--- config.mk ---
export PLATFORM = sky130hd
export DESIGN_NAME = wdt_top
export DESIGN_NICKNAME = d
export VERILOG_FILES = /design/src/wdt_pkg.sv /design/src/wdt_prescale.sv /design/src/wdt_top.sv
export SDC_FILE = /design/constraint.sdc
export NUM_CORES = 1
export LEC_CHECK = 0
export ABC_AREA = 1
export BUFFER_PORTS_ARGS = -buffer_cell sky130_fd_sc_hd__buf_2
export CAP_MARGIN = 20
export CELL_PAD_IN_SITES_DETAIL_PLACEMENT = 0
export CELL_PAD_IN_SITES_GLOBAL_PLACEMENT = 1
export CORE_MARGIN = 1
export CORE_UTILIZATION = 37
export DETAILED_ROUTE_END_ITERATION = 8
export PLACE_DENSITY_LB_ADDON = 0.1
export SYNTH_ARGS = -nofsm -noshare
export SYNTH_HDL_FRONTEND = slang
export SYNTH_SLANG_ARGS = --single-unit
--- constraint.sdc ---
create_clock -name clk -period 2.6 [get_ports clk]
set_clock_uncertainty 0.15 [all_clocks]
set_input_delay 0.39 -clock clk [delete_from_list [all_inputs] [get_ports clk]]
set_output_delay 0.39 -clock clk [all_outputs]
set_load 0.005 [all_outputs]
--- src/wdt_pkg.sv ---
// Constants shared by the watchdog reset timer and its tick prescaler.
// Assumes a 16-bit peripheral bus with word addresses and 8-bit registers.
package wdt_pkg;
    localparam int unsigned ADDR_W = 16;
    localparam int unsigned DATA_W = 16;
    localparam int unsigned REG_W = 8;
    // Register frame base and word addresses of the three registers.
    localparam logic [15:0] FRAME_BASE = 16'h7020;
    localparam logic [15:0] CNT_ADDR = 16'h7023;
    localparam logic [15:0] KEY_ADDR = 16'h7025;
    localparam logic [15:0] CTRL_ADDR = 16'h7029;
    // Service key sequence: first arms, second clears the counter.
    localparam logic [7:0] KEY_ARM = 8'h55;
    localparam logic [7:0] KEY_FIRE = 8'haa;
    // Control register fields.
    localparam int unsigned CTRL_FLAG_BIT = 7;
    localparam int unsigned CTRL_DIS_BIT = 6;
    localparam int unsigned CTRL_CHK_HI = 5;
    localparam int unsigned CTRL_CHK_LO = 3;
    localparam logic [2:0] CTRL_CHK_OK = 3'h5;
    localparam logic [2:0] RATE_RESET = 3'h0;
    // Tick prescale: device clock divided by 512.
    localparam int unsigned TICK_DIV = 512;
    localparam int unsigned TICK_W = 9;
    localparam int unsigned POST_W = 6;
    localparam logic [7:0] CNT_MAX = 8'hff;
endpackage

--- src/wdt_prescale.sv ---
// Tick prescaler: one-cycle enable every TICK_DIV clocks, then divided by 1..64.
// Assumes a single clock and a synchronous active-low reset.
`timescale 1ns/100ps
module wdt_prescale
    import wdt_pkg::*;
(
    input wire logic clk, // device clock
    input wire logic rst_b, // synchronous reset, active low
    input wire logic clr, // restart the post divider
    input wire logic [2:0] rate_sel, // rate select code
    output logic tick_en // one-cycle counter enable
);
    logic [TICK_W-1:0] pre_reg, pre_next;
    logic [POST_W-1:0] post_reg, post_next;
    logic tick_reg, tick_next;
    logic base_tick;

    // Divide ratio minus one as a mask of low post bits.
    function automatic logic [POST_W-1:0] rate_mask(input logic [2:0] sel);
        logic [POST_W-1:0] m;
        m = '0;
        unique case (sel)
            3'h0, 3'h1: m = 6'h00;
            3'h2: m = 6'h01;
            3'h3: m = 6'h03;
            3'h4: m = 6'h07;
            3'h5: m = 6'h0f;
            3'h6: m = 6'h1f;
            3'h7: m = 6'h3f;
        endcase
        return m;
    endfunction

    always_comb begin
        base_tick = (pre_reg == TICK_W'(TICK_DIV - 1));
        pre_next = base_tick ? '0 : pre_reg + 1'b1;
        post_next = post_reg;
        tick_next = 1'b0;
        if (clr) begin
            post_next = '0;
        end else if (base_tick) begin
            if ((post_reg & rate_mask(rate_sel)) == rate_mask(rate_sel)) begin
                tick_next = 1'b1;
                post_next = '0;
            end else begin
                post_next = post_reg + 1'b1;
            end
        end
    end

    always_ff @(posedge clk) begin
        if (!rst_b) begin
            pre_reg <= '0;
            post_reg <= '0;
            tick_reg <= 1'b0;
        end else begin
            pre_reg <= pre_next;
            post_reg <= post_next;
            tick_reg <= tick_next;
        end
    end

    assign tick_en = tick_reg;

    a_tick_spacing: assert property (@(posedge clk) disable iff (!rst_b)
        base_tick |=> !base_tick [*8])
        else $error("prescale base tick came too early");
endmodule

--- src/wdt_top.sv ---
// Watchdog reset timer with counter, service key and control registers.
// Assumes the 16-bit peripheral bus gives word addresses and one-cycle strobes.
// How it works
// - Any reset selects the fastest rate, a tick of the device clock over 512.
// - The counter runs from reset release with no software setup.
// - Counter overflow asks for a system reset.
// - A correct key sequence clears the counter; any other key value, except 55h again while armed, asks for a reset.
// - A control write whose bits 5 to 3 are not 101 asks for a reset.
// - Control bit 6 disables the watchdog only while the permit input is high.
// - The rate code divides the tick by 1, 1, 2, 4, 8, 16, 32 or 64.
// - Registers are 8 bits, read back with a zero upper byte; upper-byte writes do nothing.
// - The registers sit in the frame starting at 7020h.
`timescale 1ns/100ps
module wdt_top
    import wdt_pkg::*;
(
    input wire logic clk, // device clock, 50 MHz
    input wire logic rst_b, // synchronous system reset, active low
    input wire logic [ADDR_W-1:0] bus_addr, // peripheral word address
    input wire logic [DATA_W-1:0] bus_wdata, // write data
    input wire logic [1:0] bus_be, // byte enables, bit 0 is the low byte
    input wire logic bus_wr, // write strobe, one cycle
    input wire logic bus_rd, // read strobe, one cycle
    input wire logic disable_permit_pin, // system control bit that allows disabling
    output logic [DATA_W-1:0] bus_rdata, // read data, one cycle after bus_rd
    output logic bus_rvalid, // read data valid pulse
    output logic wd_reset_req // system reset request pulse
);
    typedef enum logic [1:0] {
        WDT_IDLE = 2'b01,
        WDT_ARMED = 2'b10
    } wdt_key_t;

    logic [7:0] cnt_reg, cnt_next;
    logic [2:0] rate_reg, rate_next;
    logic dis_reg, dis_next;
    logic flag_reg, flag_next;
    wdt_key_t key_reg, key_next;
    logic [DATA_W-1:0] rdata_reg, rdata_next;
    logic rvalid_reg, rvalid_next;
    logic rst_req_reg, rst_req_next;
    logic tick_en, cnt_clr, lo_wr, active;
    logic wr_key, wr_ctrl;
    logic [7:0] wbyte;

    wdt_prescale u_prescale (
        .clk(clk),
        .rst_b(rst_b),
        .clr(cnt_clr),
        .rate_sel(rate_reg),
        .tick_en(tick_en)
    );

    always_comb begin
        // Only the low byte lane writes anything.
        lo_wr = bus_wr && bus_be[0];
        wbyte = bus_wdata[7:0];
        wr_key = lo_wr && (bus_addr == KEY_ADDR);
        wr_ctrl = lo_wr && (bus_addr == CTRL_ADDR);
        active = !(dis_reg && disable_permit_pin);
        cnt_next = cnt_reg;
        rate_next = rate_reg;
        dis_next = dis_reg;
        flag_next = flag_reg;
        key_next = key_reg;
        rst_req_next = 1'b0;
        cnt_clr = 1'b0;
        if (wr_key) begin
            unique case (key_reg)
                WDT_IDLE: begin
                    if (wbyte == KEY_ARM) key_next = WDT_ARMED;
                    else rst_req_next = 1'b1;
                end
                WDT_ARMED: begin
                    if (wbyte == KEY_FIRE) begin
                        key_next = WDT_IDLE;
                        cnt_clr = 1'b1;
                    end else if (wbyte != KEY_ARM) begin
                        rst_req_next = 1'b1;
                    end
                end
            endcase
        end
        if (wr_ctrl) begin
            if (wbyte[CTRL_CHK_HI:CTRL_CHK_LO] != CTRL_CHK_OK) begin
                rst_req_next = 1'b1;
            end else begin
                rate_next = wbyte[2:0];
                dis_next = wbyte[CTRL_DIS_BIT];
                // Writing one to the overflow flag clears it.
                if (wbyte[CTRL_FLAG_BIT]) flag_next = 1'b0;
            end
        end
        if (cnt_clr) begin
            cnt_next = '0;
        end else if (tick_en && active) begin
            cnt_next = cnt_reg + 1'b1;
            if (cnt_reg == CNT_MAX) begin
                rst_req_next = 1'b1;
                flag_next = 1'b1;
            end
        end
        rvalid_next = bus_rd;
        rdata_next = '0;
        if (bus_rd) begin
            unique case (bus_addr)
                CNT_ADDR: rdata_next = {8'h00, cnt_reg};
                KEY_ADDR: rdata_next = 16'h0000;
                CTRL_ADDR: rdata_next = {8'h00, flag_reg, dis_reg, CTRL_CHK_OK, rate_reg};
                default: rdata_next = 16'h0000;
            endcase
        end
    end

    always_ff @(posedge clk) begin
        if (!rst_b) begin
            cnt_reg <= '0;
            rate_reg <= RATE_RESET;
            dis_reg <= 1'b0;
            flag_reg <= 1'b0;
            key_reg <= WDT_IDLE;
            rdata_reg <= '0;
            rvalid_reg <= 1'b0;
            rst_req_reg <= 1'b0;
        end else begin
            cnt_reg <= cnt_next;
            rate_reg <= rate_next;
            dis_reg <= dis_next;
            flag_reg <= flag_next;
            key_reg <= key_next;
            rdata_reg <= rdata_next;
            rvalid_reg <= rvalid_next;
            rst_req_reg <= rst_req_next;
        end
    end

    assign bus_rdata = rdata_reg;
    assign bus_rvalid = rvalid_reg;
    assign wd_reset_req = rst_req_reg;

    a_overflow_reset: assert property (@(posedge clk) disable iff (!rst_b)
        (tick_en && active && !cnt_clr && cnt_reg == CNT_MAX) |=> wd_reset_req)
        else $error("overflow did not request reset");
    a_rollover_zero: assert property (@(posedge clk) disable iff (!rst_b)
        (tick_en && active && !cnt_clr && cnt_reg == CNT_MAX) |=> cnt_reg == 8'h00)
        else $error("counter did not roll to zero");
    a_bad_key: assert property (@(posedge clk) disable iff (!rst_b)
        (wr_key && key_reg == WDT_IDLE && wbyte != KEY_ARM) |=> wd_reset_req)
        else $error("bad key did not request reset");
    a_good_key: assert property (@(posedge clk) disable iff (!rst_b)
        (wr_key && key_reg == WDT_ARMED && wbyte == KEY_FIRE) |=> cnt_reg == 8'h00)
        else $error("key sequence did not clear counter");
    a_check_bits: assert property (@(posedge clk) disable iff (!rst_b)
        (wr_ctrl && wbyte[5:3] != 3'h5) |=> wd_reset_req && $stable(rate_reg))
        else $error("bad check bits not caught");
    a_no_disable: assert property (@(posedge clk) disable iff (!rst_b)
        (!disable_permit_pin && tick_en && !cnt_clr) |=> cnt_reg == $past(cnt_reg) + 8'h01)
        else $error("watchdog stopped without permit");
    a_disabled_hold: assert property (@(posedge clk) disable iff (!rst_b)
        (dis_reg && disable_permit_pin && !cnt_clr) |=> $stable(cnt_reg))
        else $error("disabled watchdog still counts");
    a_upper_zero: assert property (@(posedge clk) disable iff (!rst_b)
        bus_rvalid |-> bus_rdata[15:8] == 8'h00)
        else $error("upper read byte not zero");
    a_reset_rate: assert property (@(posedge clk)
        !rst_b |=> rate_reg == 3'h0 && cnt_reg == 8'h00)
        else $error("reset did not select fastest rate");
    a_counts_free: assert property (@(posedge clk) disable iff (!rst_b)
        (tick_en && active && !cnt_clr) |=> cnt_reg != $past(cnt_reg))
        else $error("counter did not advance");
endmodule

### Yosys cells after proc, flatten, opt, wreduce, memory -nomap -nowiden

Memory sizes are Yosys's and may differ from the RTL's. A register that Yosys moved wholly into a read port is not among the register bits.
Index checks and enable logic that the tools add are counted.

* register bits: 49
* latch bits: 0
* memory bits (writable): 0
* memory bits (read-only): 96
* input port bits: 39
* output and inout port bits: 18
* logic and storage cells: 79
* memories: 2

* $add $sub $neg: 3
* multiply operators: 0
* div/mod/pow operators: 0
* order comparisons: 0
* equality and inequality tests: 14
* shifts and indexed selects: 0
* multiplexer cells: 33
* bitwise gates (word level): 4
* reduce and logical (&&, ||, !) cells: 12

Memories
* (name not given): depth 8, bits a word 6, rd ports 1, clocked after Yosys merged registers in 1, wr ports 0, RTL line wdt_prescale.sv:22 `unique case (sel)`
* (name not given): depth 8, bits a word 6, rd ports 1, clocked after Yosys merged registers in 1, wr ports 0, RTL line wdt_prescale.sv:22

Operator list (count)
* equality test 16 x 15 -> 1 bit, second input constant: 3
* two-way mux 6 bit: 5
* two-way mux 1 bit: 19
* equality test 8 bit, second input constant: 2
* case mux 8 bit (2 select lines): 1
* two-way mux 3 bit: 4
* adder 9 x 1 -> 9 bit, second input constant: 1
* equality test 9 bit, second input constant: 1
* adder 8 x 1 -> 8 bit, second input constant: 1
* equality test 8 x 7 -> 1 bit, second input constant: 1
* inequality test 8 x 7 -> 1 bit, second input constant: 1
* adder 6 x 1 -> 6 bit, second input constant: 1
* bitwise AND 6 bit: 1
* equality test 6 bit: 1
* logical AND 1 bit: 5
* two-way mux 2 bit: 2
* inequality test 2 bit, second input constant: 2
* case mux 2 bit (2 select lines): 1
* AND reduction 2 bit: 2
* OR reduction 2 bit: 2
* inequality test 3 bit, second input constant: 1
* inverter 1 bit: 3
* AND reduction 3 bit: 1
* OR reduction 3 bit: 1
* other kinds (4): 4

### Logic depth before layout (Yosys ltp)

Gate-level depths: netlist (run 1).

* word-level depth: 10
* gate-level depth with buffers: 13
* mapped depth without buffers: 13

### By module

From an unflattened synthesis (run 1), not the netlist that was laid out.

* cell total of the unflattened synthesis: 314
* area, all modules: 2198.4 um^2

By module, submodules not included
* wdt_top: times used 1, cells each 214, area each 1437.6 um^2
* wdt_prescale: times used 1, cells each 100, area each 760.7 um^2

### Worst setup path after synthesis (run 1)

Ideal clock, no wire load.

* path kind: register to register
* from: reg u_prescale.pre_reg[0]
* to: reg u_prescale.post_reg[5]
* library setup time: 118 ps
* arrival time: 1880 ps
* required time: 2332 ps
* slack: 453 ps
* cell stages (with the launch flop): 14
* path buffers: 0
* period minus slack after synthesis: 2147 ps
* cell sequence: dfxtp_1 -> ha_1 -> nand2_1 -> nor2_1 -> inv_1 -> nor3_1 -> nand2_1 -> nor2_1 -> ha_1 -> inv_1 -> nor3_2 -> nand3_1 -> xor2_1 -> nor2_1

* word-level cells in the longest chain between the ends: 1

Ends and longest elaborated chain
* from (decl): RTL line wdt_prescale.sv:13 `logic [TICK_W-1:0] pre_reg, pre_next;`
* from (signal assigned): RTL line wdt_prescale.sv:57 `pre_reg <= pre_next;`
* equality test 9 bit: RTL line wdt_prescale.sv:35 `base_tick = (pre_reg == TICK_W'(TICK_DIV - 1));`
* to (signal assigned): RTL line wdt_prescale.sv:58 `post_reg <= post_next;`
* to (decl): RTL line wdt_prescale.sv:14 `logic [POST_W-1:0] post_reg, post_next;`

Every way passes these cells.
A chain may end at the register's enable or synchronous reset.

### Final worst setup path (run 1)

Ends and elaborated chain as after synthesis.

==> results of run 1 <==
==> layer usage <==
metal  vias up  wire (um)  GRT usage
li1       1066          -          -
met1       858       2380      0.206
met2        28       2080      0.252
met3         5        158     0.0371
met4         0         54     0.0536
met5         -          0          0
==> power breakdown <==
part           total, mW  internal (mW)  switching, mW  leakage, nW
registers          0.726          0.724        0.00233        0.379
logic             0.0813         0.0296         0.0517        0.759
clock network      0.521          0.282          0.239       0.0513
total               1.33           1.04          0.293         1.19
==> stage by stage <==
step	hold WS [ps]	instances	cell area [sq um]
3_5_place_dp	292	431	2550
2_1_floorplan	268	325	2320
3_3_place_gp	284	431	2550
6_report	242	438	2650
5_1_grt	257	438	2650
4_1_cts	242	438	2650
==> worst paths after layout <==
| check | to | startpoint | depth (start not counted) |
|---|---|---|---|
| min | key_reg[0] | rst_b | 2 |
| min reg2reg | u_prescale.pre_reg[0] | u_prescale.pre_reg[0] | 1 |
| max reg2reg | u_prescale.post_reg[5] | u_prescale.pre_reg[0] | 13 |
| max | u_prescale.post_reg[5] | u_prescale.pre_reg[0] | 13 |
==> final cells by class <==
class / instances / area (sq um)
Tap cell: 75 / 93.8
Fill cell: 644 / 3300
Multi-Input combinational cell: 219 / 1120
Sequential cell: 47 / 941
Timing Repair Buffer: 40 / 203
Inverter: 50 / 188
Clock buffer: 6 / 72.6
Clock inverter: 1 / 30.0
==> logic make-up after synthesis <==
| logic type | after synthesis | share of synthesized area |
|---|---|---|
| fa+ha+maj | 4 | 0.0218 |
| flops | 47 | 0.410 |
| xor+xnor | 6 | 0.0229 |
| buf+inv | 59 | 0.111 |
| simple gates | 167 | 0.355 |
| compound gates | 34 | 0.0775 |
| other cells | 1 | 0.00164 |
==> Yosys cell counts (2+ instances only) <==
cell     number  area (sq um)
xor2_1        5          43.8
a21oi_1      20           100
inv_2         2          7.51
ha_1          4          50.1
nor2_2        3          18.8
nor2_4        5          56.3
nand2_2       4          25.0
nand2_4       2          22.5
nand4_1       8          50.1
o22ai_1       2          12.5
nand3_1      14          70.1
nor3b_1       2          15.0
nor3_1        5          25.0
dfxtp_1      47           941
nand2_1      65           244
o21ai_0      10          50.1
nand3_2       2          20.0
nor3_2        3          30.0
buf_4         9          67.6
inv_1        48           180
nor2_1       50           188
==> worst max-delay path, delay by kind of cell (launching register included) <==
family	cells	cell delay, ps
flops	1	360
buf+inv	2	140
fa+ha+maj	2	340
simple gates	8	990
xor+xnor	1	140
==> out/results.tsv, run 1 <==
metric	value	unit
critical path type	reg2reg	
post-synthesis cell count	318	
Final HPWL DP	3670	um
number of vias per cell	4.47	
TritonRoute pass-1 iters	4	
Diodes inserted	0	
worst path cell trace	ha_1 -> nand2_1 -> nor2_1 -> inv_1 -> nor3_1 -> nand2_1 -> nor2_1 -> ha_1 -> inv_1 -> nor3_2 -> nand3_1 -> xor2_1 -> nor2_1	
power per cell area	501	nW/um^2
final net count	406	
Max Slew Vio Count	0	
Reg clk slew, reported paths	90	ps
synth unique cells	29	
# setup viols final	0	
asr flop ratio synth	0	
Most used DFF post-synth	dfxtp_1	
end-of-flow core utilization	0.445	
Mapped Area	2290	sq um
Core Area	5960	sq um
first-pass GRT wire length	7780	um
slowest cell on the critical path	dfxtp_1	
DR iter-0 viols	69	
height of the die	80.7	um
startpoint types	flop	
setup repair after global routing missed its margin	false	
CTS resizes	0	
r2r setup slk	380	ps
clk buf depth	2	
CTS Hold Buffers Added	0	
Peak VDD IR	0.310	mV
clk_lat worst skew	300	ps
Root Driver	clkbuf_8	
Most common cell on crit path	nor2_1	
post-route ant nets	0	
area delta synth->final	15.6	%
fmax	451	MHz
overall power	1.33	mW
global route overflow	0	
max incr delay on CP	360	ps
max-cap violations	0	
crit share post-route	0.854	
vias in the first global route	1798	
Ports	57	
H-tree level count	2	
Post-synth EDFFs	0	
Placer Congestion	0.774	
DR vias	1957	
setup TNS	0	ps
min Tclk post-route	2220	ps
Die Area	6520	sq um
status	finished clean	
CTS Buf Count	5	
CTS tree	built	
largest net degree at the start of global routing	14	
Core Rows	28	
Synth Register Bits	47	
commonest cells after routing, fill and taps aside	65 x nand2_1, 50 x nor2_1, 48 x inv_1	
Synth Area per Inst	7.21	sq um
Setup crit end kind	flop	
Post-Place Worst Slack	364	ps
initial core utilization	0.385	
hold crit path type	in2reg	
Die X	80.7	um
yosys warns	0	
GRT Overall Usage	0.157	
Worst EP required	2650	ps
Static Leak	1.19	nW
Port-buffer cells	39	
DR WL/cell	10.7	um
commonest non-fill, non-tap cell in the layout	nand2_1	
Hold Vio Cnt, Final	0	
clock sink count	47	
Setup Fix Bufs, Post-CTS	0	
share of layout cells above drive strength 1	0.198	
setup ws final	381	ps
initial antenna violation count	0	
WL final	4670	um
Crit Path Max Fanout	3	
Seq/Total Area, Yosys	0.410	
Worst Path Arrival	2270	ps
DRC errors left	0	
Note: power is estimated with default switching activity, not from simulation.
==> run 2: changes to the inputs <==
--- a/config.mk
+++ b/config.mk
@@ -5,13 +5,13 @@
 export SDC_FILE = /design/constraint.sdc
 export NUM_CORES = 1
 export LEC_CHECK = 0
-export ABC_AREA = 1
 export BUFFER_PORTS_ARGS = -buffer_cell sky130_fd_sc_hd__buf_2
 export CAP_MARGIN = 20
 export CELL_PAD_IN_SITES_DETAIL_PLACEMENT = 0
 export CELL_PAD_IN_SITES_GLOBAL_PLACEMENT = 1
+export CORE_ASPECT_RATIO = 0.9
 export CORE_MARGIN = 1
-export CORE_UTILIZATION = 37
+export CORE_UTILIZATION = 39
 export DETAILED_ROUTE_END_ITERATION = 8
 export PLACE_DENSITY_LB_ADDON = 0.1
 export SYNTH_ARGS = -nofsm -noshare
==> out/results.tsv, run 2 <==
metric	value	unit	change
CTS tree	built		
Placer Congestion	0.749		-3.2%
Reg clk slew, reported paths	80	ps	about the same
Static Leak	0.999	nW	-16%
Worst Path Arrival	2350	ps	+80 ps
height of the die	72.4	um	-10%
fraction of synthesized area in multiplexers	0		unchanged
# setup viols final	0		unchanged
DR iter-0 viols	54		-22%
DR WL/cell	13.0	um	+21%
Setup crit end kind	flop		
commonest cells in the netlist	47 x dfxtp_1, 19 x nor2_1, 16 x a21oi_1		
top cells by area, synth	dfxtp_1 44%, a21oi_1 3.7%, xnor2_1 3.7%		
worst path cell trace	ha_1 -> and3_1 -> and3_1 -> ha_1 -> inv_1 -> or4_1 -> nor3b_1		
Post-Place Cell Area	2440	sq um	-4.1%
CTS resizes	0		unchanged
GRT Overall Usage	0.170		+0.0135
largest family of logic cells by synthesized area	simple AND/OR/NAND/NOR gates		
setup TNS	0	ps	unchanged
Seq/Total Area, Yosys	0.438		+0.0280
share of layout cells above drive strength 1	0.219		+0.0207
critical path type	reg2reg		
area delta synth->final	19.3	%	
vias in the first global route	1715		-4.6%
setup repair after global routing missed its margin	false		
Die Area	5810	sq um	-11%
Root Driver	clkbuf_8		
max incr delay on CP	610	ps	+250 ps
WL final	4530	um	-3.0%
Hold Vio Cnt, Final	0		unchanged
crit share post-route	0.888		+0.0347
Max Slew Vio Count	0		unchanged
status	finished clean		
Synth top area share	0.438		+0.0280
Ports	57		unchanged
setup ws final	291	ps	-90.1 ps
slowest cell on the critical path	or4_1		
power per cell area	522	nW/um^2	+4.2%
CTS Buf Count	5		unchanged
XOR/XNOR Fraction of Synth Area	0.0612		+0.0383
Die X	80.2	um	-0.64%
max-cap violations	0		unchanged
final net count	325		-20%
TritonRoute pass-1 iters	4		unchanged
synth unique cells	52		+79%
post-synth top area cell	dfxtp_1		
largest net degree at the start of global routing	18		+4
Final Cell Area	2560	sq um	-3.4%
commonest non-fill, non-tap cell in the layout	dfxtp_1		
Peak VDD IR	0.336	mV	+8.3%
first-pass GRT wire length	7670	um	-1.5%
Synth Area in Adders	0.0233		+0.00149
initial antenna violation count	0		unchanged
H-tree level count	2		unchanged
post-synthesis cell count	233		-27%
DR vias	1784		-8.8%
Final HPWL DP	3320	um	-9.4%
Port-buffer cells	39		unchanged
Synth Area per Inst	9.21	sq um	+28%
Worst EP required	2640	ps	about the same
Compound-Gate Fraction of Synth Area	0.172		+0.0950
yosys warns	0		unchanged
global route overflow	0		unchanged
fmax	433	MHz	-3.9%
asr flop ratio synth	0		unchanged
Simple-Gate Fraction of Synth Area	0.240		-0.115
Setup Fix Bufs, Post-CTS	0		unchanged
post-route ant nets	0		unchanged
commonest cells after routing, fill and taps aside	47 x dfxtp_1, 39 x buf_2, 19 x nor2_1		
startpoint types	flop		
clk_lat worst skew	290	ps	about the same
DRC errors left	0		unchanged
Post-Place Worst Slack	98.6	ps	-265 ps
clk buf depth	2		unchanged
hold crit path type	in2reg		
Diodes inserted	0		unchanged
clock sink count	47		unchanged
Synth Register Bits	47		unchanged
number of vias per cell	5.10		+14%
Post-synth EDFFs	0		unchanged
Most used DFF post-synth	dfxtp_1		
Core Area	5290	sq um	-11%
end-of-flow core utilization	0.485		+0.0396
CTS Hold Buffers Added	0		unchanged
cell with the most instances after synthesis	dfxtp_1		
Crit Path Max Fanout	6		+3
r2r setup slk	290	ps	-90 ps
Core Rows	25		-11%
final hold slack	194	ps	-47.5 ps
min Tclk post-route	2310	ps	+90.1 ps
Mapped Area	2150	sq um	-6.4%
initial core utilization	0.406		+0.0211
run 2: critical path: cells and delay by family (launching register included):
kind	cells	cell delay, ps
and+or+nand+nor	4	1160
adders and majority gates	2	460
DFF	1	360
buffers and inverters	1	80
run 2: through the flow:
stage / std cells / power, mW
6_report: 350 / 1.34
5_1_grt: 350 / 1.40
4_1_cts: 350 / 1.36
3_5_place_dp: 342 / 0.813
3_3_place_gp: 342 / 0.812
2_1_floorplan: 240 / 0.780
run 2: where the power goes:
part | leakage (nW) | internal, mW | switching [mW]
registers | 0.379 | 0.724 | 0.00281
clock network | 0.0612 | 0.311 | 0.232
logic | 0.559 | 0.0322 | 0.0371
run 2: logic make-up (layout without fill, tap and decap cells):
kind of cell / count (synthesis) / after routing
AOI/OAI and AO/OA: 51 / 51
DFF: 47 / 47
adders and majority gates: 4 / 4
other: 1 / 8
buffers and inverters: 26 / 69
and+or+nand+nor: 89 / 89
xor gates and xnor gates: 15 / 15
run 2: routing by layer:
| layer | vias up | part of all wire | track usage | wire length [um] |
|---|---|---|---|---|
| met1 | 822 | 0.50 | 0.217 | 2260 |
| li1 | 932 | - | - | - |
| met2 | 26 | 0.46 | 0.284 | 2090 |
| met4 | 0 | 0.010 | 0.0536 | 46 |
| met3 | 4 | 0.029 | 0.0415 | 132 |
| met5 | - | 0 | 0 | 0 |
run 2: final timing paths:
| check | from | to | depth (start not counted) |
|---|---|---|---|
| setup / recovery | u_prescale.pre_reg[0] | u_prescale.post_reg[3] | 7 |
| hold / removal | bus_rd | bus_rvalid | 2 |
| setup reg to reg | u_prescale.pre_reg[0] | u_prescale.post_reg[3] | 7 |
| hold reg to reg | u_prescale.pre_reg[0] | u_prescale.pre_reg[0] | 1 |
run 2: cell type report:
cell class | instances | area, sq um
Clock buffer | 6 | 82.6
Inverter | 13 | 48.8
Timing Repair Buffer | 48 | 275
Tap cell | 67 | 83.8
Multi-Input combinational cell | 167 | 1100
Sequential cell | 47 | 941
Fill cell | 531 | 2720
Clock inverter | 2 | 35.0
